$ cat config.mk
export PLATFORM = sky130hd
export DESIGN_NAME = lwu_edge_select
export DESIGN_NICKNAME = d
export VERILOG_FILES = /design/src/inc/lwu_pkg.sv /design/src/design/lwu_cfg_reg.sv /design/src/design/lwu_edge_select.sv /design/src/design/lwu_pin_detect.sv
export SDC_FILE = /design/constraint.sdc
export NUM_CORES = 1
export LEC_CHECK = 0
export ABC_AREA = 0
export BUFFER_PORTS_ARGS = -buffer_cell sky130_fd_sc_hd__buf_2
export CORE_AREA = 4 4 77 114
export DETAILED_ROUTE_END_ITERATION = 16
export DIE_AREA = 0 0 81 118
export PLACE_DENSITY = 0.78
export SYNTH_ARGS = -nofsm -noshare
export SYNTH_HDL_FRONTEND = slang
export SYNTH_SLANG_ARGS = --single-unit
$ cat constraint.sdc
create_clock -name clk_i -period 2.12 [get_ports clk_i]
set_clock_uncertainty 0.2 [all_clocks]
set_input_delay 0 -clock clk_i [delete_from_list [all_inputs] [get_ports clk_i]]
set_output_delay 0 -clock clk_i [all_outputs]
set_load 0.05 [all_outputs]
$ cat src/inc/lwu_pkg.sv
/*
 * Shared definitions of the low-leakage wakeup unit pin edge-select bank:
 * register indices, field layout, selector codes, bus carriers and states.
 * Assumes a 32-bit classic Wishbone master with byte-lane selects.
 */
package lwu_pkg;

   ////////////////////////////////////////////////////////////////////////
   // Sizes
   localparam int LWU_REG_W = 8;
   localparam int LWU_PIN_N = 12;
   localparam int LWU_FIELD_W = 2;
   localparam int LWU_ADR_W = 8;
   localparam int LWU_DAT_W = 32;
   localparam int LWU_SEL_W = 4;
   localparam int LWU_STAT_W = 13;

   ////////////////////////////////////////////////////////////////////////
   // Register indices; byte address is four times the index
   localparam logic [LWU_ADR_W-1:0] LWU_IDX_PINS_7_4 = 8'h01;
   localparam logic [LWU_ADR_W-1:0] LWU_IDX_PINS_11_8 = 8'h02;
   localparam logic [LWU_ADR_W-1:0] LWU_IDX_PINS_15_12 = 8'h03;
   localparam logic [LWU_ADR_W-1:0] LWU_IDX_STATUS = 8'h04;
   localparam logic [1:0] LWU_ADR_ALIGN = 2'h0;

   ////////////////////////////////////////////////////////////////////////
   // Reset values and field positions
   localparam logic [LWU_REG_W-1:0] LWU_CFG_RESET = 8'h00;
   localparam int LWU_STAT_WATCH_BIT = 12;

   ////////////////////////////////////////////////////////////////////////
   // Selector codes of one pin field
   localparam logic [LWU_FIELD_W-1:0] LWU_SEL_OFF = 2'h0;
   localparam logic [LWU_FIELD_W-1:0] LWU_SEL_RISE = 2'h1;
   localparam logic [LWU_FIELD_W-1:0] LWU_SEL_FALL = 2'h2;
   localparam logic [LWU_FIELD_W-1:0] LWU_SEL_ANY = 2'h3;

   ////////////////////////////////////////////////////////////////////////
   // Types
   typedef enum logic [1:0] {
      LWU_IDLE,
      LWU_ARM,
      LWU_WATCH
   } lwu_state_e;

   typedef struct packed {
      logic cyc;
      logic stb;
      logic we;
      logic [LWU_ADR_W-1:0] adr;
      logic [LWU_SEL_W-1:0] sel;
      logic [LWU_DAT_W-1:0] dat;
   } lwu_wb_req_s;

   typedef struct packed {
      logic ack;
      logic err;
      logic [LWU_DAT_W-1:0] dat;
   } lwu_wb_rsp_s;

   typedef struct packed {
      logic hit;
      logic cfg;
      logic [1:0] slot;
   } lwu_decode_s;

endpackage : lwu_pkg
$ cat src/design/lwu_cfg_reg.sv
/*
 * One 8-bit pin edge-select register.
 * Assumes chip_rst_i is the chip reset that is not a stop recovery and
 * is asserted at power-up; the ordinary logic reset never touches it.
 */
`timescale 1ns/10ps
`default_nettype none

module lwu_cfg_reg
   import lwu_pkg::*;
(
   // Clock and retention-class reset
   input wire logic clk_i,
   input wire logic chip_rst_i,
   // Write port
   input wire logic wr_i,
   input wire logic [lwu_pkg::LWU_REG_W-1:0] wdata_i,
   // Stored value
   output logic [lwu_pkg::LWU_REG_W-1:0] value_o
);

   always_ff @(posedge clk_i) begin
      if (chip_rst_i) begin
         value_o <= LWU_CFG_RESET;
      end else if (wr_i) begin
         value_o <= wdata_i;
      end
   end
   // Other resets leave the value alone

endmodule : lwu_cfg_reg

`default_nettype wire

$ cat src/design/lwu_edge_select.sv
/*
 * Pin edge-select register bank of the low-leakage wakeup unit for
 * wakeup pins 4 to 15, with a classic Wishbone slave and the detectors.
 * Assumes all inputs synchronous to clk_i and an external power
 * controller that signals low-leakage mode and the retention-class reset.
 */
// Notes on behaviour
// - Selector 00: pin is never a wakeup source.
// - Selector 01: pin enabled, only rising transitions detected.
// - Selector 10: pin enabled, only falling transitions detected.
// - Selector 11: pin enabled, both transition directions detected.
// - Register at index 1 holds pins 7..4, pin 7 highest.
// - Register at index 2 holds pins 11..8, pin 11 highest.
// - Register at index 3 holds pins 15..12, pin 15 highest.
// - Chip reset not from stop recovery clears all three registers.
// - Every other reset leaves the three registers unchanged.
// - Registers are 8-bit, read/write, reset to zero.
// - User-mode writes are blocked and answered with a bus error.
// - Detection only in low-leakage mode; registers always reachable.
`timescale 1ns/10ps
`default_nettype none

module lwu_edge_select
   import lwu_pkg::*;
(
   // Clock and resets
   input wire logic clk_i,
   input wire logic rst_i,
   input wire logic chip_rst_i,
   // Wishbone slave
   input wire lwu_pkg::lwu_wb_req_s wb_req_i,
   input wire logic wb_priv_i,
   output lwu_pkg::lwu_wb_rsp_s wb_rsp_o,
   // Power mode
   input wire logic low_leak_mode_i,
   // Wakeup pins 15..4
   input wire logic [lwu_pkg::LWU_PIN_N-1:0] wake_pin_i,
   // Wakeup results
   output logic [lwu_pkg::LWU_PIN_N-1:0] pin_wake_o,
   output logic wake_o
);

   ////////////////////////////////////////////////////////////////////////
   // Address decode shared by write strobes and read mux
   function automatic lwu_decode_s decode_adr(input logic [LWU_ADR_W-1:0] adr);
      lwu_decode_s d;
      logic [LWU_ADR_W-1:0] idx;
      d = '0;
      idx = {2'h0, adr[LWU_ADR_W-1:2]};
      if (adr[1:0] != LWU_ADR_ALIGN) begin
         d = '0;
      end else if (idx == LWU_IDX_PINS_7_4) begin
         d = '{hit: 1'b1, cfg: 1'b1, slot: 2'h0};
      end else if (idx == LWU_IDX_PINS_11_8) begin
         d = '{hit: 1'b1, cfg: 1'b1, slot: 2'h1};
      end else if (idx == LWU_IDX_PINS_15_12) begin
         d = '{hit: 1'b1, cfg: 1'b1, slot: 2'h2};
      end else if (idx == LWU_IDX_STATUS) begin
         d = '{hit: 1'b1, cfg: 1'b0, slot: 2'h3};
      end
      return d;
   endfunction : decode_adr

   ////////////////////////////////////////////////////////////////////////
   // Declarations
   logic logic_rst;
   logic req;
   lwu_decode_s dec;
   logic [2:0] cfg_wr;
   logic [LWU_REG_W-1:0] cfg_val [3];
   logic [3*LWU_REG_W-1:0] cfg_flat;
   logic [LWU_DAT_W-1:0] next_rdata;
   logic next_err;
   logic user_write;
   lwu_state_e state;
   lwu_state_e next_state;
   logic arm;
   logic watch;
   logic [LWU_PIN_N-1:0] hit;
   logic [LWU_PIN_N-1:0] caught;
   logic [LWU_STAT_W-1:0] status;
   logic rsp_ack;
   logic rsp_err;
   logic [LWU_DAT_W-1:0] rsp_dat;

   // The retention-class reset also resets everything else
   assign logic_rst = rst_i | chip_rst_i;

   ////////////////////////////////////////////////////////////////////////
   // Bus slave
   assign req = wb_req_i.cyc & wb_req_i.stb & ~rsp_ack & ~rsp_err;
   assign dec = decode_adr(wb_req_i.adr);
   assign user_write = wb_req_i.we & ~wb_priv_i;

   always_comb begin
      next_err = 1'b0;
      if (!dec.hit) begin
         next_err = 1'b1;
      end else if (user_write) begin
         next_err = 1'b1;
      end
   end

   // Writes land at the edge that sees ack; a refused write never gets ack
   genvar r;
   generate
      for (r = 0; r < 3; r++) begin : g_cfg
         assign cfg_wr[r] = rsp_ack & dec.cfg & wb_req_i.we
                            & wb_req_i.sel[0] & (dec.slot == 2'(r));
         lwu_cfg_reg u_cfg (
            .clk_i(clk_i),
            .chip_rst_i(chip_rst_i),
            .wr_i(cfg_wr[r]),
            .wdata_i(wb_req_i.dat[LWU_REG_W-1:0]),
            .value_o(cfg_val[r])
         );
      end
   endgenerate

   assign status = {watch, caught};

   always_comb begin
      next_rdata = '0;
      if (dec.cfg) begin
         next_rdata = {{(LWU_DAT_W-LWU_REG_W){1'b0}}, cfg_val[dec.slot]};
      end else if (dec.hit) begin
         next_rdata = {{(LWU_DAT_W-LWU_STAT_W){1'b0}}, status};
      end
   end

   // Answer one cycle after the request, for one cycle
   always_ff @(posedge clk_i) begin
      if (logic_rst) begin
         rsp_ack <= 1'b0;
         rsp_err <= 1'b0;
      end else begin
         rsp_ack <= req & ~next_err;
         rsp_err <= req & next_err;
      end
   end

   always_ff @(posedge clk_i) begin
      if (logic_rst) begin
         rsp_dat <= '0;
      end else if (req && !wb_req_i.we && !next_err) begin
         rsp_dat <= next_rdata;
      end
   end

   assign wb_rsp_o = '{ack: rsp_ack, err: rsp_err, dat: rsp_dat};

   ////////////////////////////////////////////////////////////////////////
   // Low-leakage mode sequencing
   always_comb begin
      next_state = state;
      case (state)
         LWU_IDLE: begin
            if (low_leak_mode_i) begin
               next_state = LWU_ARM;
            end
         end
         LWU_ARM: begin
            next_state = low_leak_mode_i ? LWU_WATCH : LWU_IDLE;
         end
         LWU_WATCH: begin
            if (!low_leak_mode_i) begin
               next_state = LWU_IDLE;
            end
         end
         default: next_state = LWU_IDLE;
      endcase
   end

   always_ff @(posedge clk_i) begin
      if (logic_rst) begin
         state <= LWU_IDLE;
      end else begin
         state <= next_state;
      end
   end

   assign arm = (state == LWU_ARM);
   assign watch = (state == LWU_WATCH);

   ////////////////////////////////////////////////////////////////////////
   // Detectors; flat field order is pin 4 upward
   assign cfg_flat = {cfg_val[2], cfg_val[1], cfg_val[0]};

   genvar p;
   generate
      for (p = 0; p < LWU_PIN_N; p++) begin : g_pin
         lwu_pin_detect u_det (
            .clk_i(clk_i),
            .rst_i(logic_rst),
            .arm_i(arm),
            .watch_i(watch),
            .sel_i(cfg_flat[LWU_FIELD_W*p +: LWU_FIELD_W]),
            .pin_i(wake_pin_i[p]),
            .hit_o(hit[p])
         );
      end
   endgenerate

   assign pin_wake_o = hit;

   // Pins that woke the unit stay visible until the next entry
   always_ff @(posedge clk_i) begin
      if (logic_rst) begin
         caught <= '0;
      end else begin
         // A hit in the clearing cycle wins over the clear
         caught <= (arm ? '0 : caught) | hit;
      end
   end

   always_ff @(posedge clk_i) begin
      if (logic_rst) begin
         wake_o <= 1'b0;
      end else if (!low_leak_mode_i) begin
         wake_o <= 1'b0;
      end else if (|hit) begin
         wake_o <= 1'b1;
      end
   end

endmodule : lwu_edge_select

`default_nettype wire

$ cat src/design/lwu_pin_detect.sv
/*
 * Edge detector for one external wakeup pin, steered by its 2-bit selector.
 * Assumes the pin is synchronous to clk_i.
 */
`timescale 1ns/10ps
`default_nettype none

module lwu_pin_detect
   import lwu_pkg::*;
(
   // Clock and reset
   input wire logic clk_i,
   input wire logic rst_i,
   // Control
   input wire logic arm_i,
   input wire logic watch_i,
   input wire logic [lwu_pkg::LWU_FIELD_W-1:0] sel_i,
   // Pin and result
   input wire logic pin_i,
   output logic hit_o
);

   logic prev;
   logic rise;
   logic fall;
   logic match;

   assign rise = pin_i & ~prev;
   assign fall = ~pin_i & prev;

   always_comb begin
      case (sel_i)
         LWU_SEL_RISE: match = rise;
         LWU_SEL_FALL: match = fall;
         LWU_SEL_ANY: match = rise | fall;
         default: match = 1'b0;
      endcase
   end

   // Reference level is held static outside low-leakage mode
   always_ff @(posedge clk_i) begin
      if (rst_i) begin
         prev <= 1'b0;
      end else if (arm_i || watch_i) begin
         prev <= pin_i;
      end
   end

   always_ff @(posedge clk_i) begin
      if (rst_i) begin
         hit_o <= 1'b0;
      end else begin
         hit_o <= watch_i & match;
      end
   end

endmodule : lwu_pin_detect

`default_nettype wire

==> results.toml, run 1 <==
[final_layout]
antenna_cells = 0
most-common-layout-cells = "78 x sky130_fd_sc_hd__nor2_1, 78 x sky130_fd_sc_hd__dfxtp_1, 64 x sky130_fd_sc_hd__buf_2, 49 x sky130_fd_sc_hd__mux2i_1, 39 x sky130_fd_sc_hd__inv_1"
post_route_cell_area_um2 = 4893
area_growth_pct = 24.00
fill_cells = 632
utilization = 0.6347
post_route_cells_drive_above_1_share = 0.2008
nets = 619

[hold_path]
holdCritPathClass = "input pin to flop"

[floorplanning]
floorplan.die.height_um = 118
floorplan.die.width_um = 81
die_area_um2 = 9558
core.rowCount = 39
pin_count = 111
initial_core_util = 0.5118
core-area_um2 = 7710

[synthesis]
ys_warn_count = 0
post_synth_inst_count = 439
seq_area_frac_synth = 0.3957
distinct_cell_type_count_of_the_synthesized_netlist = 31
post_synth_instance_area_um2 = 3946
avgSynthCellArea_um2 = 8.989
synth_seq_cells = 78

[clock_tree]
clock_sink_count = 78
cts_tree = "done"
root_buffer_master = "sky130_fd_sc_hd__clkbuf_16"
cts_buffers = 9
cts.htree.levels = 3
ctsLongestPathBuffers = 2
source_to_sink_clock_delay_at_the_later_pin_of_the_worst_skew_pair_ns = 0.33
clkSlewWorstSetupHoldPaths_ns = 0.05

[critical_path]
critPathRequiredTime_ns = 2.19
cp-start-kind = "input pin"
crit_path_max_incr_delay_ns = 0.60
crit_fanout = 5
timing.critical_path.max_delay_family = "buffers and inverters"
critical_path_buf_inv_count = 3
critical_path.cell_chain = "dlygate4sd3_1, buf_2, or4_4, nor2_2, nand3_1, dlygate4sd3_1, nor2_1"
timing.critical_path.mode_cell = "sky130_fd_sc_hd__dlygate4sd3_1"
end_kind = "flop"
timing.reg2reg.setup_slack_ns = 0.20
worst_path_max_delay_cell = "sky130_fd_sc_hd__or4_4"
timing_worst_setup_path_type = "input pin to flop"
worst-endpoint-arrival_ns = 2.15

[timing]
max_freq_mhz = 480.8
slew_viol_final = 0
finalHoldViolations = 0
timing.final.crit_period_ns = 2.080
whs_ns = 0.04996
slew_of_the_pin_with_the_lowest_slew_margin_ns = 0.5042
maxSlewHeadroom = 0.6639
rsz0062_at_grt = "yes"
post-route-period-util = 0.9810
setup-violations-final = 0

[global_route]
grt_max_degree = 28
global_route.usage.total = 0.2025
first_global_vias = 3259
antenna_violations_before_repair = 0
grt_pass1_wl_mm = 15.27
grt_remaining_overflow = 0

[routing]
antenna_violating_nets_left = 0
wl_mm = 9.242
first_pass_iters = 4
drt_iter0_drc = 224
routed-via-count = 3197
drcViolationCount = 0
viasPerCell = 5.035
wl_per_cell_um = 14.55

[pwr]
power_leakage_nw = 2.111
total_power_mw = 3.311
power.density_cell_area_nw_per_um2 = 676.5
worst_ir_drop_vdd_mv = 0.4896

[outcome]
status = "finished, final reports clean"

[flow_run]
max_cap_violations = 0

[placement]
dpl_cell_area_um2 = 4195
buffer_ports.inserted = 64
place_hpwl_mm = 6.568
gp_routability_congestion = 0.8054
-- area by class of cell --
| class | count | area [um2] | share of cell area |
|---|---|---|---|
| Clock buffer | 10 | 229.0 | 0.04679 |
| Clock inverter | 6 | 62.56 | 0.01278 |
| Inverter | 39 | 146.4 | 0.02992 |
| Multi-Input combinational cell | 290 | 2001 | 0.4088 |
| Sequential cell | 78 | 1562 | 0.3191 |
| Tap cell | 102 | 127.6 | 0.02608 |
| Timing Repair Buffer | 110 | 765.7 | 0.1565 |
-- what timing repair did --
item                                    in CTS  in global routing
endpoints found under the hold margin       50                  0
resized for setup                            0                  7
hold buffers                                37                  0
endpoints found under the setup margin       0                 28
buffers inserted                             0                  2
-- worst paths after layout --
| path | startpoint | endpoint | cells after the start |
|---|---|---|---|
| worst max-delay path | wb_req_i[42] | rsp_ack | 7 |
| worst min-delay path | wb_req_i[36] | rsp_dat[3] | 4 |
| worst max register to register | rsp_ack | rsp_err | 4 |
| worst min register to register | rsp_dat[0] | rsp_dat[0] | 2 |
-- synthesized netlist by cell type --
cell type,number,area [um2]
sky130_fd_sc_hd__o22a_1,8,70.07
sky130_fd_sc_hd__nand2_1,24,90.09
sky130_fd_sc_hd__buf_6,1,11.26
sky130_fd_sc_hd__mux2_2,8,90.09
sky130_fd_sc_hd__ha_1,27,337.8
sky130_fd_sc_hd__nor2_1,80,300.3
sky130_fd_sc_hd__nor4_4,4,85.08
sky130_fd_sc_hd__clkbuf_1,11,41.29
sky130_fd_sc_hd__xnor2_1,1,8.760
sky130_fd_sc_hd__or4_4,1,11.26
sky130_fd_sc_hd__o22ai_1,8,50.05
sky130_fd_sc_hd__buf_1,5,18.77
sky130_fd_sc_hd__conb_1,1,3.750
sky130_fd_sc_hd__a31oi_1,2,12.51
sky130_fd_sc_hd__dfxtp_1,78,1562
sky130_fd_sc_hd__nand4b_1,1,8.760
sky130_fd_sc_hd__or2_2,2,12.51
sky130_fd_sc_hd__nand3_1,2,10.01
sky130_fd_sc_hd__nor3_1,3,15.01
sky130_fd_sc_hd__and4_1,1,8.760
sky130_fd_sc_hd__nand2b_1,6,37.54
sky130_fd_sc_hd__mux2i_1,49,490.5
sky130_fd_sc_hd__nor2b_1,1,6.260
sky130_fd_sc_hd__nand4bb_1,1,11.26
sky130_fd_sc_hd__a32o_1,5,50.05
sky130_fd_sc_hd__buf_4,33,247.7
sky130_fd_sc_hd__a22oi_1,8,60.06
sky130_fd_sc_hd__or4_1,1,7.510
sky130_fd_sc_hd__inv_1,39,146.4
sky130_fd_sc_hd__nor4_1,1,6.260
sky130_fd_sc_hd__a21oi_1,27,135.1
-- registers in the layout, summed over array words and instances, names as in the netlist --
name,flops
wake_o,1
g_cfg.u_cfg.value_o,24
rsp_dat,13
g_pin.u_det.hit_o,12
rsp_err,1
caught,12
g_pin.u_det.prev,12
state,2
rsp_ack,1
-- cells by family (layout without fill, tap and decap cells) --
logic type,after synthesis,after routing,share of synthesized area
AO/OA/AOI/OAI,58,58,0.09575
XOR/XNOR,1,1,0.002220
adder cells (fa/ha/maj),27,27,0.08560
buffers and inverters,89,165,0.1179
flip-flops,78,78,0.3957
multiplexers,57,57,0.1471
other,1,19,0.0009503
AND/OR/NAND/NOR,128,128,0.1547
-- tightest hold or removal path, cell delays in order --
cell and delay (ns):
sky130_fd_sc_hd__buf_2 0.08, sky130_fd_sc_hd__or4_4 0.20, sky130_fd_sc_hd__nor4_4 0.08, sky130_fd_sc_hd__a22oi_1 0.17
-- per-layer routing --
metal	part of all wire	GRT usage	vias up
met1	0.39	0.2250	1484
met4	0.032	0.09619	0
met5	0	0	-
met2	0.53	0.3539	89
li1	-	-	1598
met3	0.052	0.04441	26
-- through the flow --
step | TNS (ns) | setup slack (ns) | cells
after global placement | 0 | 0.2478 | 580
after global routing | -0.04054 | -0.03461 | 635
after floorplan | 0 | 0.2948 | 457
after detailed placement | 0 | 0.2071 | 580
final | 0 | 0.04028 | 635
after CTS | 0 | 0.01141 | 633
-- power breakdown --
group	leakage [nW]	switching [mW]	total [mW]	internal, mW
logic	1.35	0.213	0.341	0.128
registers	0.628	0.00421	1.48	1.47
clock network	0.134	0.587	1.49	0.906
Power figures use the tool's default switching activity.
==> run 2: changes to the inputs <==
--- a/config.mk
+++ b/config.mk
@@ -7,10 +7,12 @@
 export LEC_CHECK = 0
 export ABC_AREA = 0
 export BUFFER_PORTS_ARGS = -buffer_cell sky130_fd_sc_hd__buf_2
-export CORE_AREA = 4 4 77 114
+export CELL_PAD_IN_SITES_DETAIL_PLACEMENT = 1
+export CELL_PAD_IN_SITES_GLOBAL_PLACEMENT = 2
+export CORE_AREA = 4 4 98 146
 export DETAILED_ROUTE_END_ITERATION = 16
-export DIE_AREA = 0 0 81 118
-export PLACE_DENSITY = 0.78
+export DIE_AREA = 0 0 102 150
+export PLACE_DENSITY_LB_ADDON = 0.1
 export SYNTH_ARGS = -nofsm -noshare
 export SYNTH_HDL_FRONTEND = slang
 export SYNTH_SLANG_ARGS = --single-unit
==> run 2 against run 1 <==
  * Global-route usage fell by 5.3 points
  * Sequential power barely moved
  * Combinational power barely moved
  * Flip-flop and latch count did not move
  * First-iteration DRC count fell by 75%
  * Register-to-register slack barely moved
  * Setup slack improved by 0.040 ns
  * Highest routed layer unchanged
==> results.toml, run 2 (synthesis gave the netlist of run 1 again) <==
[global_route]
first_global_vias = 3160
antenna_violations_before_repair = 0
grt_remaining_overflow = 0
global_route.usage.total = 0.1494
grt_pass1_wl_mm = 17.20
grt_max_degree = 27

[timing]
maxSlewHeadroom = 0.6309
setup_ws_ns = 0.08034
rsz0062_at_grt = "no"
slew_viol_final = 0
slew_of_the_pin_with_the_lowest_slew_margin_ns = 0.5524
post-route-period-util = 0.9621
timing.final.crit_period_ns = 2.040
finalHoldViolations = 0
max_freq_mhz = 490.3
setup-violations-final = 0
setup_total_negative_slack_ns = 0
whs_ns = 0.02609

[routing]
detail_route.wirelength.met1_mm = 4.687
first_pass_iters = 4
viasPerCell = 4.592
antenna_violating_nets_left = 0
drt_iter0_drc = 55
top_layer_used = "met4"
wl_met3_um = 398
route.met2.wl_mm = 5.789
wl_mm = 11.01
wl_per_cell_um = 15.98
routed-via-count = 3164
drcViolationCount = 0

[critical_path]
critical_path.cell_chain = "dlygate4sd3_1, buf_2, or4_4, nor2_1, nand3_1, dlygate4sd3_1, nor2_1"
crit_fanout = 5
r2r-start = "rsp_ack"
cp-start-kind = "input pin"
worstReg2RegEnd = "rsp_err"
critical_path_buf_inv_count = 3
ff2ff_path_depth = 4
worst_path_max_delay_cell = "sky130_fd_sc_hd__dlygate4sd3_1"
timing_worst_setup_path_type = "input pin to flop"
timing.critical_path.max_delay_family = "buffers and inverters"
critPathRequiredTime_ns = 2.19
timing.reg2reg.setup_slack_ns = 0.20
end_kind = "flop"
crit_path_max_incr_delay_ns = 0.58
worst-endpoint-arrival_ns = 2.11

[placement]
gp_routability_congestion = 0.7641
dpl_cell_area_um2 = 4282
place_hpwl_mm = 8.230
placedCellCount = 639
buffer_ports.inserted = 64
pre_cts_ws_ns = 0.1478

[floorplanning]
core-area_um2 = 13020
die_area_um2 = 15300
floorplan.die.width_um = 102
initial_core_util = 0.3032
core.rowCount = 51
floorplan.die.height_um = 150
pin_count = 111

[clock_tree]
clock_sink_count = 78
root_buffer_master = "sky130_fd_sc_hd__clkbuf_16"
clkSlewWorstSetupHoldPaths_ns = 0.06
cts_buffers = 9
cts.htree.levels = 3
post_cts_buffers = 0
source_to_sink_clock_delay_at_the_later_pin_of_the_worst_skew_pair_ns = 0.33
ctsLongestPathBuffers = 2
cts_tree = "done"

[final_layout]
post_route_cells_drive_above_1_share = 0.1981
final_common_cell = "sky130_fd_sc_hd__nor2_1"
largest_reg_flops = 24
most-common-layout-cells = "79 x sky130_fd_sc_hd__nor2_1, 78 x sky130_fd_sc_hd__dfxtp_1, 64 x sky130_fd_sc_hd__buf_2, 49 x sky130_fd_sc_hd__mux2i_1, 39 x sky130_fd_sc_hd__inv_1"
post_route_cell_area_um2 = 5017
nets = 616
top_regs = "g_cfg.u_cfg.value_o x24, rsp_dat x13"
antenna_cells = 0
instances_no_fill = 689
regMostFlops = "g_cfg.u_cfg.value_o"
area_growth_pct = 27.14
utilization = 0.3854

[pwr]
power_leakage_nw = 2.150
power.density_cell_area_nw_per_um2 = 770.1
clock_power_share = 0.529
power.share.combinational = 0.089
power.share.switching = 0.2249
worst_ir_drop_vdd_mv = 0.4315
int_power_mw = 2.995
total_power_mw = 3.864
total_switching_power_uw = 868.9
power.sequential.fraction = 0.382

[hold_path]
holdCritPathClass = "input pin to flop"
timing.hold.worst.start = "wb_req_i[42]"
hold_end = "rsp_dat[2]"
min_delay_path_depth = 4

[outcome]
status = "finished, final reports clean"

[flow_run]
max_cap_violations = 0
-- run 2: area by class of cell --
| class | count | area [um2] |
|---|---|---|
| repair buffers | 107 | 728.2 |
| inverters | 39 | 146.4 |
| well taps | 159 | 198.9 |
| flip-flops and latches | 78 | 1562 |
| clock buffers | 9 | 225.2 |
| clock inverters | 7 | 167.7 |
| multi-input cells | 290 | 1989 |
| fillers | 1557 | 8000 |
-- run 2: worst max-delay path by stage --
stage | to | startpoint | slack (ns) | depth (start not counted)
2_1_floorplan | g_cfg[0].u_cfg.value_o[0] | wb_req_i[36] | 0.29 | 5
3_3_place_gp | rsp_dat[9] | wb_req_i[36] | 0.22 | 5
3_5_place_dp | rsp_dat[9] | wb_req_i[36] | 0.15 | 5
4_1_cts | rsp_dat[9] | wb_req_i[41] | 0.07 | 6
5_1_grt | rsp_dat[9] | wb_req_i[41] | 0.007 | 6
6_report | rsp_ack | wb_req_i[41] | 0.08 | 7
-- run 2: tightest hold or removal path, delay by kind of cell --
| kind | cells | cell delay [ns] |
|---|---|---|
| and+or+nand+nor | 2 | 0.27 |
| buffers and inverters | 1 | 0.08 |
| AOI/OAI and AO/OA | 1 | 0.16 |
-- run 2: per-layer routing --
| layer | global-route usage | vias up |
|---|---|---|
| met1 | 0.1800 | 1507 |
| met4 | 0.04137 | 0 |
| met2 | 0.2679 | 62 |
| met5 | 0 | - |
| met3 | 0.02659 | 11 |
| li1 | - | 1584 |
-- run 2: power by group through the flow --
| stage | registers [mW] | logic [mW] | clock network (mW) |
|---|---|---|---|
| after floorplan | 1.51 | 0.233 | 0 |
| after global placement | 1.51 | 0.295 | 0 |
| after detailed placement | 1.51 | 0.301 | 0 |
| after CTS | 1.47 | 0.347 | 2.10 |
| after global routing | 1.47 | 0.376 | 2.15 |
| final | 1.48 | 0.344 | 2.04 |
-- run 2: what timing repair did --
| item | CTS | global route |
|---|---|---|
| hold endpoints to repair | 47 | 0 |
| endpoints found under the setup margin | 0 | 1 |
| gates resized for setup | 0 | 1 |
| hold buffers | 34 | 0 |
